==> config.mk <==
export PLATFORM = sky130hd
export DESIGN_NAME = io_ports_status
export DESIGN_NICKNAME = d
export VERILOG_FILES = /design/src/io_ports_pkg.sv /design/src/io_ports_status.sv
export SDC_FILE = /design/constraint.sdc
export NUM_CORES = 1
export LEC_CHECK = 0
export ABC_AREA = 1
export BUFFER_PORTS_ARGS = -buffer_cell sky130_fd_sc_hd__buf_2
export CAP_MARGIN = 20
export CORE_MARGIN = 1
export CORE_UTILIZATION = 50
export DETAILED_ROUTE_END_ITERATION = 8
export GPL_ROUTABILITY_DRIVEN = 1
export MAX_ROUTING_LAYER = met4
export PLACE_DENSITY = 0.78
export SYNTH_ARGS = -nofsm -noshare
export SYNTH_HDL_FRONTEND = slang
export SYNTH_SLANG_ARGS = --single-unit
==> constraint.sdc <==
create_clock -name clk_i -period 1.82 [get_ports clk_i]
set_input_delay 0.091 -clock clk_i [delete_from_list [all_inputs] [get_ports clk_i]]
set_output_delay 0.091 -clock clk_i [all_outputs]
set_load 0.02 [all_outputs]
==> src/io_ports_pkg.sv <==
package io_ports_pkg;
  // Register indices; the byte address on the bus is four times the index
  localparam logic [13:0] IDX_ADC_SEL = 14'h0002;
  localparam logic [13:0] IDX_PORT0 = 14'h000E;
  localparam logic [13:0] IDX_PORT1 = 14'h000F;
  localparam logic [13:0] IDX_PORT2 = 14'h0010;
  localparam logic [13:0] IDX_IO_ZERO = 14'h0015;
  localparam logic [13:0] IDX_IO_ONE = 14'h0016;
  localparam logic [13:0] IDX_SHARED = 14'h1FFE;
  // Reset values
  localparam logic [7:0] RST_CTL_ZERO = 8'h00;
  localparam logic [7:0] RST_CTL_ONE = 8'h01;
  localparam logic [7:0] RST_QUASI = 8'hFF;
  localparam logic [15:0] RST_SHARED = 16'hFFFF;
  // Second control register fields
  localparam int C1_PWM = 0;
  localparam int C1_EXT_SRC = 1;
  localparam int C1_T1_IE = 2;
  localparam int C1_HSO4 = 4;
  localparam int C1_TXD = 5;
  localparam int C1_T2_IE = 3;
  localparam int C1_HSO5 = 6;
  localparam int C1_HSI7 = 7;
  // Second port lines that are output only
  localparam logic [7:0] P2_OUT_MASK = 8'h21;
  localparam logic [5:0] TIME_FLAGS = 6'h3F;
  // Timing in clocks and state times
  localparam int STATE_CLKS = 3;
  localparam int SAMPLE_STATES = 4;
  localparam logic [2:0] HSI_ONE = 3'h1;
  localparam logic [2:0] HSI_SEVEN = 3'h7;
endpackage

==> src/io_ports_status.sv <==
// The implementer's own choice: the Wishbone register port.
`timescale 1ns/1ps
// Behaviour
// - Input-only lines have no driver; reads give pin level, writes ignored.
// - Any analog input selectable; sampled for 4 state times at conversion start.
// - Quasi line: weak pullup always on, pulldown only while latch bit is zero.
// - Latch zero-to-one turns on strong pullup for exactly one state time.
// - Quasi port writes go to latch; reads return sensed pin levels.
// - Output-only lines have no input buffer; pin level not readable.
// - Access pin low means shared pins always bus; else only during accesses.
// - Shared latches reset to all ones; rewrite ones before reading input.
// - Port use drives open-drain pulldown only; bus use drives both levels.
// - Shared word low byte is third port (bus 0-7), high byte fourth (8-15).
// - First control register enables four capture inputs, picks timer two sources.
// - Second control picks pulse-width or plain bit, serial or plain bit.
// - Second control bit picks external interrupt pin or analog channel seven.
// - Second control holds timer one and timer two overflow interrupt enables.
// - Second control bit fires capture interrupt at one or seven queue entries.
// - Second control enables output lines four and five to output unit.
// - Read at first control address returns first status register.
// - Second status: timers bits 0-3, overflows 4 and 5, queue 6 and 7.
// - Reading second status clears bits 5 to 0; bits 6 and 7 untouched.
// - Implicit reads clear the time flags just like explicit loads.
module io_ports_status (
  input wire logic clk_i,
  input wire logic rst_i,
  input wire logic cyc_i,
  input wire logic stb_i,
  input wire logic we_i,
  input wire logic [15:0] adr_i,
  input wire logic [3:0] sel_i,
  input wire logic [31:0] dat_i,
  output logic [31:0] dat_o,
  output logic ack_o,
  input wire logic [7:0] p0_pin_i,
  input wire logic [7:0] p1_pin_i,
  input wire logic [7:0] p2_pin_i,
  input wire logic [15:0] ad_pin_i,
  input wire logic external_access_n_i,
  input wire logic bus_access_i,
  input wire logic bus_drive_i,
  input wire logic [15:0] bus_data_i,
  input wire logic txd_i,
  input wire logic pwm_i,
  input wire logic conv_start_i,
  input wire logic [7:0] io_status_zero_i,
  input wire logic [3:0] soft_timer_i,
  input wire logic t1_ovf_i,
  input wire logic t2_ovf_i,
  input wire logic hsi_full_i,
  input wire logic hsi_avail_i,
  input wire logic [2:0] hsi_count_i,
  output logic [9:0] quasi_pull_low_o,
  output logic [9:0] quasi_strong_up_o,
  output logic p2_txd_pin_o,
  output logic p2_pwm_pin_o,
  output logic [15:0] ad_o,
  output logic [15:0] ad_oe_n_o,
  output logic [7:0] adc_sample_o,
  output logic [3:0] hsi_enable_o,
  output logic [3:0] timer2_cfg_o,
  output logic ext_int_o,
  output logic hsi_int_o,
  output logic t1_ovf_irq_o,
  output logic t2_ovf_irq_o,
  output logic hso4_en_o,
  output logic hso5_en_o
);
  logic [40:0] sync1;
  logic [40:0] sync2;
  logic [7:0] ctl_zero;
  logic [7:0] ctl_one;
  logic [5:0] time_flags;
  logic [7:0] p1_latch;
  logic [7:0] p2_latch;
  logic [15:0] shared_latch;
  logic [2:0] adc_chan;
  logic [1:0] tick_cnt;
  logic tick;
  logic [9:0] rise_pend;
  logic [9:0] quasi_prev;
  logic conv_pend;
  logic [2:0] sample_left;

  // Synchronised pin levels
  wire [7:0] p0_s = sync2[7:0];
  wire [7:0] p1_s = sync2[15:8];
  wire [7:0] p2_s = sync2[23:16];
  wire [15:0] ad_s = sync2[39:24];
  wire ea_n_s = sync2[40];

  // Bus decode
  // Only lanes 0 and 1 carry data; the upper half of the bus word is ignored
  wire [13:0] idx = adr_i[15:2];
  wire take = cyc_i & stb_i & ~ack_o;
  wire wr = take & we_i;
  wire rd = take & ~we_i;
  wire wr_lo = wr & sel_i[0];
  wire wr_hi = wr & sel_i[1];
  wire hit_ctl0 = idx == io_ports_pkg::IDX_IO_ZERO;
  wire hit_ctl1 = idx == io_ports_pkg::IDX_IO_ONE;
  wire clr_time = rd & hit_ctl1;
  wire [9:0] quasi_latch = {p2_latch[7:6], p1_latch};
  wire [7:0] io_status_one = {hsi_avail_i, hsi_full_i, time_flags};
  wire [5:0] time_events = {t1_ovf_i, t2_ovf_i, soft_timer_i};
  wire bus_mode = ~ea_n_s | bus_access_i;
  wire [2:0] hsi_level = ctl_one[io_ports_pkg::C1_HSI7] ? io_ports_pkg::HSI_SEVEN : io_ports_pkg::HSI_ONE;

  // Read data: output-only bits come from the latch, since no input buffer exists
  // Unmapped indices read zero so software never sees a floating bus
  wire [7:0] p2_read = (p2_latch & io_ports_pkg::P2_OUT_MASK) | (p2_s & ~io_ports_pkg::P2_OUT_MASK);
  wire [15:0] rd_mux =
    (idx == io_ports_pkg::IDX_PORT0) ? {8'h00, p0_s} :
    (idx == io_ports_pkg::IDX_PORT1) ? {8'h00, p1_s} :
    (idx == io_ports_pkg::IDX_PORT2) ? {8'h00, p2_read} :
    (idx == io_ports_pkg::IDX_ADC_SEL) ? {13'h0000, adc_chan} :
    hit_ctl0 ? {8'h00, io_status_zero_i} :
    hit_ctl1 ? {8'h00, io_status_one} :
    (idx == io_ports_pkg::IDX_SHARED) ? ad_s : 16'h0000;

  // Two flops on every pin; only the second stage is read
  // Costs two clocks of latency on every pin read, traded for metastability margin
  always_ff @(posedge clk_i) begin
    sync1 <= {external_access_n_i, ad_pin_i, p2_pin_i, p1_pin_i, p0_pin_i};
    sync2 <= sync1;
  end

  // Wishbone answer: ack one cycle after the request, unmapped reads give zero
  // The ack term in take stops a held request from being taken twice
  always_ff @(posedge clk_i) begin
    if (rst_i) begin
      ack_o <= 1'b0;
      dat_o <= 32'h0000_0000;
    end else begin
      ack_o <= take;
      if (rd) begin
        dat_o <= {16'h0000, rd_mux};
      end
    end
  end

  // Control registers and port latches; writes to the input port have no target
  always_ff @(posedge clk_i) begin
    if (rst_i) begin
      ctl_zero <= io_ports_pkg::RST_CTL_ZERO;
      ctl_one <= io_ports_pkg::RST_CTL_ONE;
      p1_latch <= io_ports_pkg::RST_QUASI;
      p2_latch <= io_ports_pkg::RST_QUASI;
      shared_latch <= io_ports_pkg::RST_SHARED;
      adc_chan <= 3'h0;
    end else begin
      if (wr_lo && hit_ctl0) begin
        ctl_zero <= dat_i[7:0];
      end
      if (wr_lo && hit_ctl1) begin
        ctl_one <= dat_i[7:0];
      end
      if (wr_lo && idx == io_ports_pkg::IDX_PORT1) begin
        p1_latch <= dat_i[7:0];
      end
      if (wr_lo && idx == io_ports_pkg::IDX_PORT2) begin
        p2_latch <= dat_i[7:0];
      end
      if (wr_lo && idx == io_ports_pkg::IDX_ADC_SEL) begin
        adc_chan <= dat_i[2:0];
      end
      if (idx == io_ports_pkg::IDX_SHARED) begin
        if (wr_lo) begin
          shared_latch[7:0] <= dat_i[7:0];
        end
        if (wr_hi) begin
          shared_latch[15:8] <= dat_i[15:8];
        end
      end
    end
  end

  // Time flags: an event in the clearing cycle survives the read
  // Set wins over clear, so a timer event landing on the read is never lost
  // Any read of the status index clears, including bit tests by the processor
  always_ff @(posedge clk_i) begin
    if (rst_i) begin
      time_flags <= 6'h00;
    end else begin
      time_flags <= (time_flags & ~(clr_time ? io_ports_pkg::TIME_FLAGS : 6'h00)) | time_events;
    end
  end

  // State time divider: one-cycle tick every STATE_CLKS clocks
  // All state-time based timing hangs off this single enable pulse
  always_ff @(posedge clk_i) begin
    if (rst_i) begin
      tick_cnt <= 2'h0;
      tick <= 1'b0;
    end else begin
      tick <= tick_cnt == 2'(io_ports_pkg::STATE_CLKS - 1);
      tick_cnt <= (tick_cnt == 2'(io_ports_pkg::STATE_CLKS - 1)) ? 2'h0 : tick_cnt + 2'h1;
    end
  end

  // Quasi lines: strong pullup spans the state time after the rising write
  // The pending bit waits for a state boundary so the pulse is a whole state time
  // A latch that falls again before the boundary cancels the pulse
  always_ff @(posedge clk_i) begin
    if (rst_i) begin
      quasi_prev <= {10{1'b1}};
      rise_pend <= 10'h000;
      quasi_strong_up_o <= 10'h000;
      quasi_pull_low_o <= 10'h000;
    end else begin
      quasi_prev <= quasi_latch;
      quasi_pull_low_o <= ~quasi_latch;
      rise_pend <= (tick ? 10'h000 : rise_pend) | (quasi_latch & ~quasi_prev);
      if (tick) begin
        quasi_strong_up_o <= rise_pend & quasi_latch;
      end
    end
  end

  // Converter sampling window: starts at the next state boundary, lasts four
  // Up to one state time of start latency, so the window length stays exact
  // A new start during a window restarts it at the next boundary
  always_ff @(posedge clk_i) begin
    if (rst_i) begin
      conv_pend <= 1'b0;
      sample_left <= 3'h0;
      adc_sample_o <= 8'h00;
    end else begin
      if (conv_start_i) begin
        conv_pend <= 1'b1;
      end else if (tick) begin
        conv_pend <= 1'b0;
      end
      if (tick) begin
        if (conv_pend) begin
          sample_left <= 3'(io_ports_pkg::SAMPLE_STATES - 1);
          adc_sample_o <= 8'h01 << adc_chan;
        end else if (sample_left != 3'h0) begin
          sample_left <= sample_left - 3'h1;
        end else begin
          adc_sample_o <= 8'h00;
        end
      end
    end
  end

  // Pin functions, shared bus pins and interrupt sources
  // Every pin-facing output is registered so no decode glitch reaches a pin
  always_ff @(posedge clk_i) begin
    if (rst_i) begin
      p2_txd_pin_o <= 1'b1;
      p2_pwm_pin_o <= 1'b1;
      ad_o <= 16'h0000;
      ad_oe_n_o <= 16'hFFFF;
      hsi_enable_o <= 4'h0;
      timer2_cfg_o <= 4'h0;
      ext_int_o <= 1'b0;
      hsi_int_o <= 1'b0;
      t1_ovf_irq_o <= 1'b0;
      t2_ovf_irq_o <= 1'b0;
      hso4_en_o <= 1'b0;
      hso5_en_o <= 1'b0;
    end else begin
      p2_txd_pin_o <= ctl_one[io_ports_pkg::C1_TXD] ? txd_i : p2_latch[0];
      p2_pwm_pin_o <= ctl_one[io_ports_pkg::C1_PWM] ? pwm_i : p2_latch[5];
      // Bus use drives both rails; port use only pulls low, needing external pullups
      ad_o <= bus_mode ? bus_data_i : 16'h0000;
      ad_oe_n_o <= bus_mode ? {16{~bus_drive_i}} : shared_latch;
      hsi_enable_o <= {ctl_zero[6], ctl_zero[4], ctl_zero[2], ctl_zero[0]};
      timer2_cfg_o <= {ctl_zero[7], ctl_zero[5], ctl_zero[3], ctl_zero[1]};
      ext_int_o <= ctl_one[io_ports_pkg::C1_EXT_SRC] ? p0_s[7] : p2_s[2];
      hsi_int_o <= hsi_count_i >= hsi_level;
      t1_ovf_irq_o <= t1_ovf_i & ctl_one[io_ports_pkg::C1_T1_IE];
      t2_ovf_irq_o <= t2_ovf_i & ctl_one[io_ports_pkg::C1_T2_IE];
      hso4_en_o <= ctl_one[io_ports_pkg::C1_HSO4];
      hso5_en_o <= ctl_one[io_ports_pkg::C1_HSO5];
    end
  end

  // Helper: length of each sampling window in clocks
  logic [4:0] win_len;
  always_ff @(posedge clk_i) begin
    if (rst_i) begin
      win_len <= 5'h00;
    end else begin
      win_len <= (|adc_sample_o) ? win_len + 5'h01 : 5'h00;
    end
  end

  bus_ack_a: assert property (@(posedge clk_i) disable iff (rst_i) ack_o |=> !ack_o)
    else $error("ack held longer than one cycle");
  time_clear_a: assert property (@(posedge clk_i) disable iff (rst_i)
    clr_time && time_events == 6'h00 |=> time_flags == 6'h00)
    else $error("time flags not cleared by status read");
  queue_bits_a: assert property (@(posedge clk_i) disable iff (rst_i)
    rd && hit_ctl1 |=> dat_o[7:6] == $past({hsi_avail_i, hsi_full_i}))
    else $error("queue status bits wrong on read");
  strong_span_a: assert property (@(posedge clk_i) disable iff (rst_i)
    $rose(quasi_strong_up_o[0]) |-> quasi_strong_up_o[0][*3] ##1 (!quasi_strong_up_o[0] || $rose(rise_pend[0])))
    else $error("strong pullup not one state time");
  sample_len_a: assert property (@(posedge clk_i) disable iff (rst_i)
    $fell(|adc_sample_o) |-> $past(win_len) == 5'h0B)
    else $error("sampling window not four state times");
  ext_source_a: assert property (@(posedge clk_i) disable iff (rst_i)
    ctl_one[io_ports_pkg::C1_EXT_SRC] |=> ext_int_o == $past(p0_s[7]))
    else $error("external interrupt source wrong");
  bus_drive_a: assert property (@(posedge clk_i) disable iff (rst_i)
    !ea_n_s |=> ad_oe_n_o == {16{!$past(bus_drive_i)}} && ad_o == $past(bus_data_i))
    else $error("shared pins not on bus with access pin low");
  pulldown_a: assert property (@(posedge clk_i) disable iff (rst_i)
    wr_lo && idx == io_ports_pkg::IDX_PORT1 |=> ##1 quasi_pull_low_o[7:0] == ~$past(dat_i[7:0], 2))
    else $error("quasi pulldown does not follow latch");

  // Register bus and read path
  bus_answer_a: assert property (@(posedge clk_i) disable iff (rst_i)
    take |=> ack_o)
    else $error("request not answered in one cycle");
  input_read_a: assert property (@(posedge clk_i) disable iff (rst_i)
    rd && idx == io_ports_pkg::IDX_PORT0 |=> dat_o[7:0] == $past(p0_s))
    else $error("input port read is not the pin level");
  quasi_read_a: assert property (@(posedge clk_i) disable iff (rst_i)
    rd && idx == io_ports_pkg::IDX_PORT1 |=> dat_o[7:0] == $past(p1_s))
    else $error("quasi port read is not the pin level");
  out_readback_a: assert property (@(posedge clk_i) disable iff (rst_i)
    rd && idx == io_ports_pkg::IDX_PORT2 |=>
    (dat_o[7:0] & io_ports_pkg::P2_OUT_MASK) == ($past(p2_latch) & io_ports_pkg::P2_OUT_MASK))
    else $error("output-only bits not read from latch");
  status_zero_a: assert property (@(posedge clk_i) disable iff (rst_i)
    rd && hit_ctl0 |=> dat_o[7:0] == $past(io_status_zero_i))
    else $error("first status register not returned");
  shared_word_a: assert property (@(posedge clk_i) disable iff (rst_i)
    rd && idx == io_ports_pkg::IDX_SHARED |=> dat_o[15:0] == $past(ad_s))
    else $error("shared word read not from pins");

  // Pin functions and interrupt selects
  pwm_select_a: assert property (@(posedge clk_i) disable iff (rst_i)
    ctl_one[io_ports_pkg::C1_PWM] |=> p2_pwm_pin_o == $past(pwm_i))
    else $error("pulse-width output not on pin");
  txd_select_a: assert property (@(posedge clk_i) disable iff (rst_i)
    !ctl_one[io_ports_pkg::C1_TXD] |=> p2_txd_pin_o == $past(p2_latch[0]))
    else $error("plain output bit not on transmit pin");
  ext_pin_src_a: assert property (@(posedge clk_i) disable iff (rst_i)
    !ctl_one[io_ports_pkg::C1_EXT_SRC] |=> ext_int_o == $past(p2_s[2]))
    else $error("external interrupt pin not selected");
  t1_irq_gate_a: assert property (@(posedge clk_i) disable iff (rst_i)
    !ctl_one[io_ports_pkg::C1_T1_IE] |=> !t1_ovf_irq_o)
    else $error("timer one interrupt not masked");
  t2_irq_gate_a: assert property (@(posedge clk_i) disable iff (rst_i)
    t2_ovf_i && ctl_one[io_ports_pkg::C1_T2_IE] |=> t2_ovf_irq_o)
    else $error("timer two interrupt missing");
  hsi_level_a: assert property (@(posedge clk_i) disable iff (rst_i)
    ctl_one[io_ports_pkg::C1_HSI7] && hsi_count_i < 3'h7 |=> !hsi_int_o)
    else $error("capture interrupt below seven entries");
  hso_enable_a: assert property (@(posedge clk_i) disable iff (rst_i)
    ctl_one[io_ports_pkg::C1_HSO4] |=> hso4_en_o)
    else $error("output line four not enabled");
  hsi_enable_a: assert property (@(posedge clk_i) disable iff (rst_i)
    ctl_zero[0] |=> hsi_enable_o[0])
    else $error("capture input zero not enabled");
  open_drain_a: assert property (@(posedge clk_i) disable iff (rst_i)
    !bus_mode |=> ad_o == 16'h0000 && ad_oe_n_o == $past(shared_latch))
    else $error("port use not open drain");

  // Status flags and sampling
  flag_set_a: assert property (@(posedge clk_i) disable iff (rst_i)
    |time_events |=> (time_flags & $past(time_events)) == $past(time_events))
    else $error("time event not recorded");
  sample_hot_a: assert property (@(posedge clk_i) disable iff (rst_i)
    $rose(|adc_sample_o) |-> $onehot(adc_sample_o))
    else $error("more than one line sampled");
endmodule

==> After elaboration in Yosys (flattened, before gate mapping) <==
Cells that the tools add are included.
{ "word_totals": {"elab_cells": 104, "ff_bits": 259} }
{ "op_classes": {"reduce_logical": 14, "n_bitwise": 24, "addsub": 2, "eq_ne": 9, "muxes": 20, "magnitude_cmp": 1, "shifts": 1} }
{ "op_table": {"columns": ["operator", "n"], "rows": [
  ["$mux 16", 8],
  ["$eq 14x5->1 const B", 3],
  ["$eq 14x4->1 const B", 2],
  ["$and 10x10->10", 2],
  ["$not 10->10", 2],
  ["$mux 8", 2],
  ["$eq 14x13->1 const B", 1],
  ["$eq 14x2->1 const B", 1],
  ["$mux 10", 1],
  ["$or 10x10->10", 1],
  ["$and 1x1->1", 9],
  ["$mux 3", 3],
  ["$or 6x8->8", 1],
  ["$reduce_and 2->1", 4],
  ["$shl 1x3->8 const A", 1],
  ["$and 6x6->6", 1],
  ["$mux 6", 1],
  ["$not 6->6", 1],
  ["$or 6x6->6", 1],
  ["$logic_and 1x1->1", 5],
  ["$mux 1", 5],
  ["$not 1->1", 5],
  ["$reduce_bool 2->1", 2],
  ["$reduce_or 2->1", 2],
  ["7 further kinds", 7]
]} }

==> Depth between registers and ports, before layout <==
{ "depth": {"ltp_word": 8, "mapped_depth": 13, "depth_no_buf": 12} }

==> Least setup slack after synthesis <==
Ideal clock, no wire load.
{ "synth_path": {"path_kind": "reg2reg", "from": "reg ack_o", "to": "reg ctl_one[7]", "path_stages_with_launch": 10, "period_less_slack_ps": 1457, "t_arrival_ps": 1320, "t_required_ps": 1683, "path_slack_ps": 363, "path_cell_list": "dfxtp_1 nor2_2 inv_2 nor2_8 nand2_2 inv_4 nand2_2 buf_6 nor2_1 a211oi_2"} }
{ "synth_between": {"elab_chain_cells": 5} }
{ "synth_rtl": {"columns": ["element", "line", "text"], "rows": [
  ["start: declaration", "io_ports_status.sv:34", "output logic ack_o,"],
  ["start signal: assignment", "io_ports_status.sv:135", "ack_o <= take;"],
  ["$not 1->1", "io_ports_status.sv:95", "wire take = cyc_i & stb_i & ~ack_o;"],
  ["$and 1x1->1", "io_ports_status.sv:95", null],
  ["$and 1x1->1", "io_ports_status.sv:96", "wire wr = take & we_i;"],
  ["$and 1x1->1", "io_ports_status.sv:98", "wire wr_lo = wr & sel_i[0];"],
  ["$logic_and 1x1->1", "io_ports_status.sv:155", "if (wr_lo && hit_ctl1) begin"],
  ["end signal: assignment", "io_ports_status.sv:146", "ctl_one <= io_ports_pkg::RST_CTL_ONE;"],
  ["end signal: assignment", "io_ports_status.sv:156", "ctl_one <= dat_i[7:0];"],
  ["end: declaration", "io_ports_status.sv:72", "logic [7:0] ctl_one;"]
]} }
Every way passes these cells.
A chain may end at the register's enable or synchronous reset.

==> Final worst setup path <==
Ends and elaborated chain as after synthesis.

==> flow_summary.ini <==
[final_layout]
diodes = 0
drive_gt1_share_pct = 24.2
layout.nets = 1365
design_area_um2 = 11100
syn_to_final_growth_pct = 35.4

[clock_tree]
cts_max_level = 1
cts_tree = done
cts_max_path_buffers = 3
cts.clk_slew.worst_paths_ns = 0.06
root_buffer = clkbuf_16
clkSinkCount = 251
cts_buffers = 24
post_cts_buffers = 0
worstSkewPairLatency_ns = 0.50

[timing]
period_minus_slack_ns = 1.61
slew_viol_final = 0
rsz0062_at_grt = false
setup_viol = 0
clock.fmax_ghz = 0.623
slew_headroom_pct = 62.2
finalClockSkew_ns = 0.00618
finalHoldViolCount = 0
fin_crit_sh_pct = 88.2
worst_pin_slew_ns = 0.563
fin_setup_tns_ns = 0

[floorplanning]
core_um2 = 16000
start_util_pct = 51.4
io-pin-count = 247
dieHeight_um = 130
die-width_um = 130
die_area_um2 = 17000
num_rows = 46

[synth]
yosysWarnings = 0
yosysTopAreaCell = dfxtp_1
yosysTopAreaCellShare_pct = 61.0
postSynthAreaPerCell_um2 = 9.02
yosysUniqueCellTypes = 34
synth.area.top_cells = dfxtp_1 (61%), nand2_1 (8.3%), inv_1 (4.9%), nor2_1 (4.1%), a21oi_1 (3.8%)
synth_seq_area_share_pct = 61.0
ys_ff_latch = 251
netlist_instances = 913
syn_area_um2 = 8230

[power_and_ir_drop]
p_leak_nw = 5.37
totalPowerFinal_mw = 11.6
ir_worst_vdd_mv = 0.829
pwr_density_cell_nw_per_um2 = 1040

[detailed_routing]
totalWireLength_um = 21200
vias = 7073
drc = 0
vias_per_cell = 4.86
dr.pass1.iters = 5
wl_per_cell_um = 14.6
final_antenna_net_count = 0
drt_iter0_markers = 406

[critical_path]
critPathSlowestCell = dfxtp_1
reg2reg_slack_ns = 0.21
cp_data_required_time_ns = 2.19
crit_chain = nor2_2 > inv_2 > nor2_8 > nand2_2 > inv_4 > nand2_2 > nor2_1 > a211oi_2
slowest_delay_ns = 0.32
worstSetupPathType = reg -> reg
critical_path.endpoint_type = flip-flop
cp_max_fo = 16
start_kind = flip-flop
crit_top_cell = nand2_2
cp_data_arrival_time_ns = 1.97

[global_route]
grt_pass1_vias = 6758
gr-total-overflow = 0
antenna_found_initial = 0
grt_max_degree = 39
grt_pass1_wl_um = 32800
grt_usage_pct = 25.8

[hold_path]
hp-class = in -> reg

[run]
maxCapViolations = 0

[outcome]
outcome = finished clean

[place]
hpwl_um = 13100
portBuffers = 208
gp_congestion = 0.896
placed_cell_area_um2 = 9410
[flip-flops by register name, indices dropped and copies added (netlist names), 4 cells and up]
| register | cells |
|---|---|
| quasi_prev | 10 |
| rise_pend | 10 |
| hsi_enable_o | 4 |
| ctl_one | 8 |
| p2_latch | 4 |
| sync1 | 39 |
| p1_latch | 8 |
| dat_o | 16 |
| shared_latch | 16 |
| ad_oe_n_o | 16 |
| quasi_strong_up_o | 10 |
| adc_sample_o | 8 |
| ad_o | 16 |
| timer2_cfg_o | 4 |
| sync2 | 39 |
| time_flags | 6 |
| quasi_pull_low_o | 10 |
| ctl_zero | 8 |
[layout make-up]
cell class                      instances  area (um^2)
Fill cell                            1197         4860
Inverter                              111          419
Clock buffer                           33          666
Sequential cell                       251         5020
Multi-Input combinational cell        519         2560
Tap cell                              216          270
Clock inverter                          9          125
Timing Repair Buffer                  315         2080
[where the power goes]
part	leakage (nW)	internal [mW]	switching [mW]
Sequential	2.07	5.68	0.0648
Combinational	2.92	0.351	0.484
Clock	0.382	2.98	2.01
Total	5.37	9.01	2.55
[worst max-delay path: cells and delay by family, from the launching register on]
kind            cells  cell delay (ns)
simple gates        5             0.88
flops               1             0.32
buf+inv             2             0.20
compound gates      1             0.05
[placed cells by master (no fill, tap or decap), types with 6 or more instances in the layout]
master         Yosys  layout
inv_1            107     107
clkbuf_16          0      25
nor2_2             8       8
nand2_1          181     181
nand2_2            6       6
nand3_1           41      41
o211ai_1          21      21
a211oi_2           7       7
buf_4             17      13
nor3_1             8       8
o21ai_0           29      29
buf_2              5     208
nor2_1            91      91
a21oi_1           63      63
dfxtp_1          251     251
nand4_1           21      21
dlygate4sd3_1      0      94
clkbuf_1          18       7
conb_1             1      16
[cells in the mapped netlist (all sizes together)]
master,instances
clkbuf,18
a21oi,68
nand3,42
inv,111
o211ai,21
nor3,13
o21ai,30
a311oi,1
nor2,103
o31ai,1
dfxtp,251
nand2,189
and2,1
a211oi,8
buf,29
conb,1
ha,5
nand4,21
[timing repair]
item	CTS	global route
gates resized for setup	0	0
hold endpoints to repair	105	1
hold buffers	93	1
[final timing paths]
path,start,to,cells after the start
worst min register to register,sync1[35],sync2[35],0
worst min-delay path,rst_i,ad_o[0],4
worst max register to register,ack_o,ctl_one[7],8
worst max-delay path,ack_o,ctl_one[7],8
[stage by stage]
stage / hold WS [ns] / setup slack (ns) / cells / util (%)
after floorplan: 0.119 / 0.363 / 928 / -
after global placement: 0.194 / 0.262 / 1317 / 58.8
after detailed placement: 0.195 / 0.190 / 1317 / 58.8
after CTS: 0.0186 / 0.200 / 1452 / 69.5
after global routing: 0.0182 / 0.0832 / 1454 / 69.7
final: 0.0263 / 0.214 / 1454 / 69.7
[routing by layer]
layer  GRT usage, %  vias up  part of all wire (%)
li1               -     3480                     -
met1           29.0     3250                    41
met2           45.8      278                    50
met3           3.98       65                   5.0
met4           9.85        0                   3.6
met5              -        -                     0
[cell families after synthesis]
| family | after synthesis | synth area share [%] |
|---|---|---|
| buffers and inverters | 158 | 8.54 |
| AO/OA/AOI/OAI | 129 | 9.45 |
| other | 1 | 0.0456 |
| flip-flops | 251 | 61.0 |
| AND/OR/NAND/NOR | 369 | 20.2 |
| adder cells (fa/ha/maj) | 5 | 0.760 |
(Power assumes the default switching activity.)
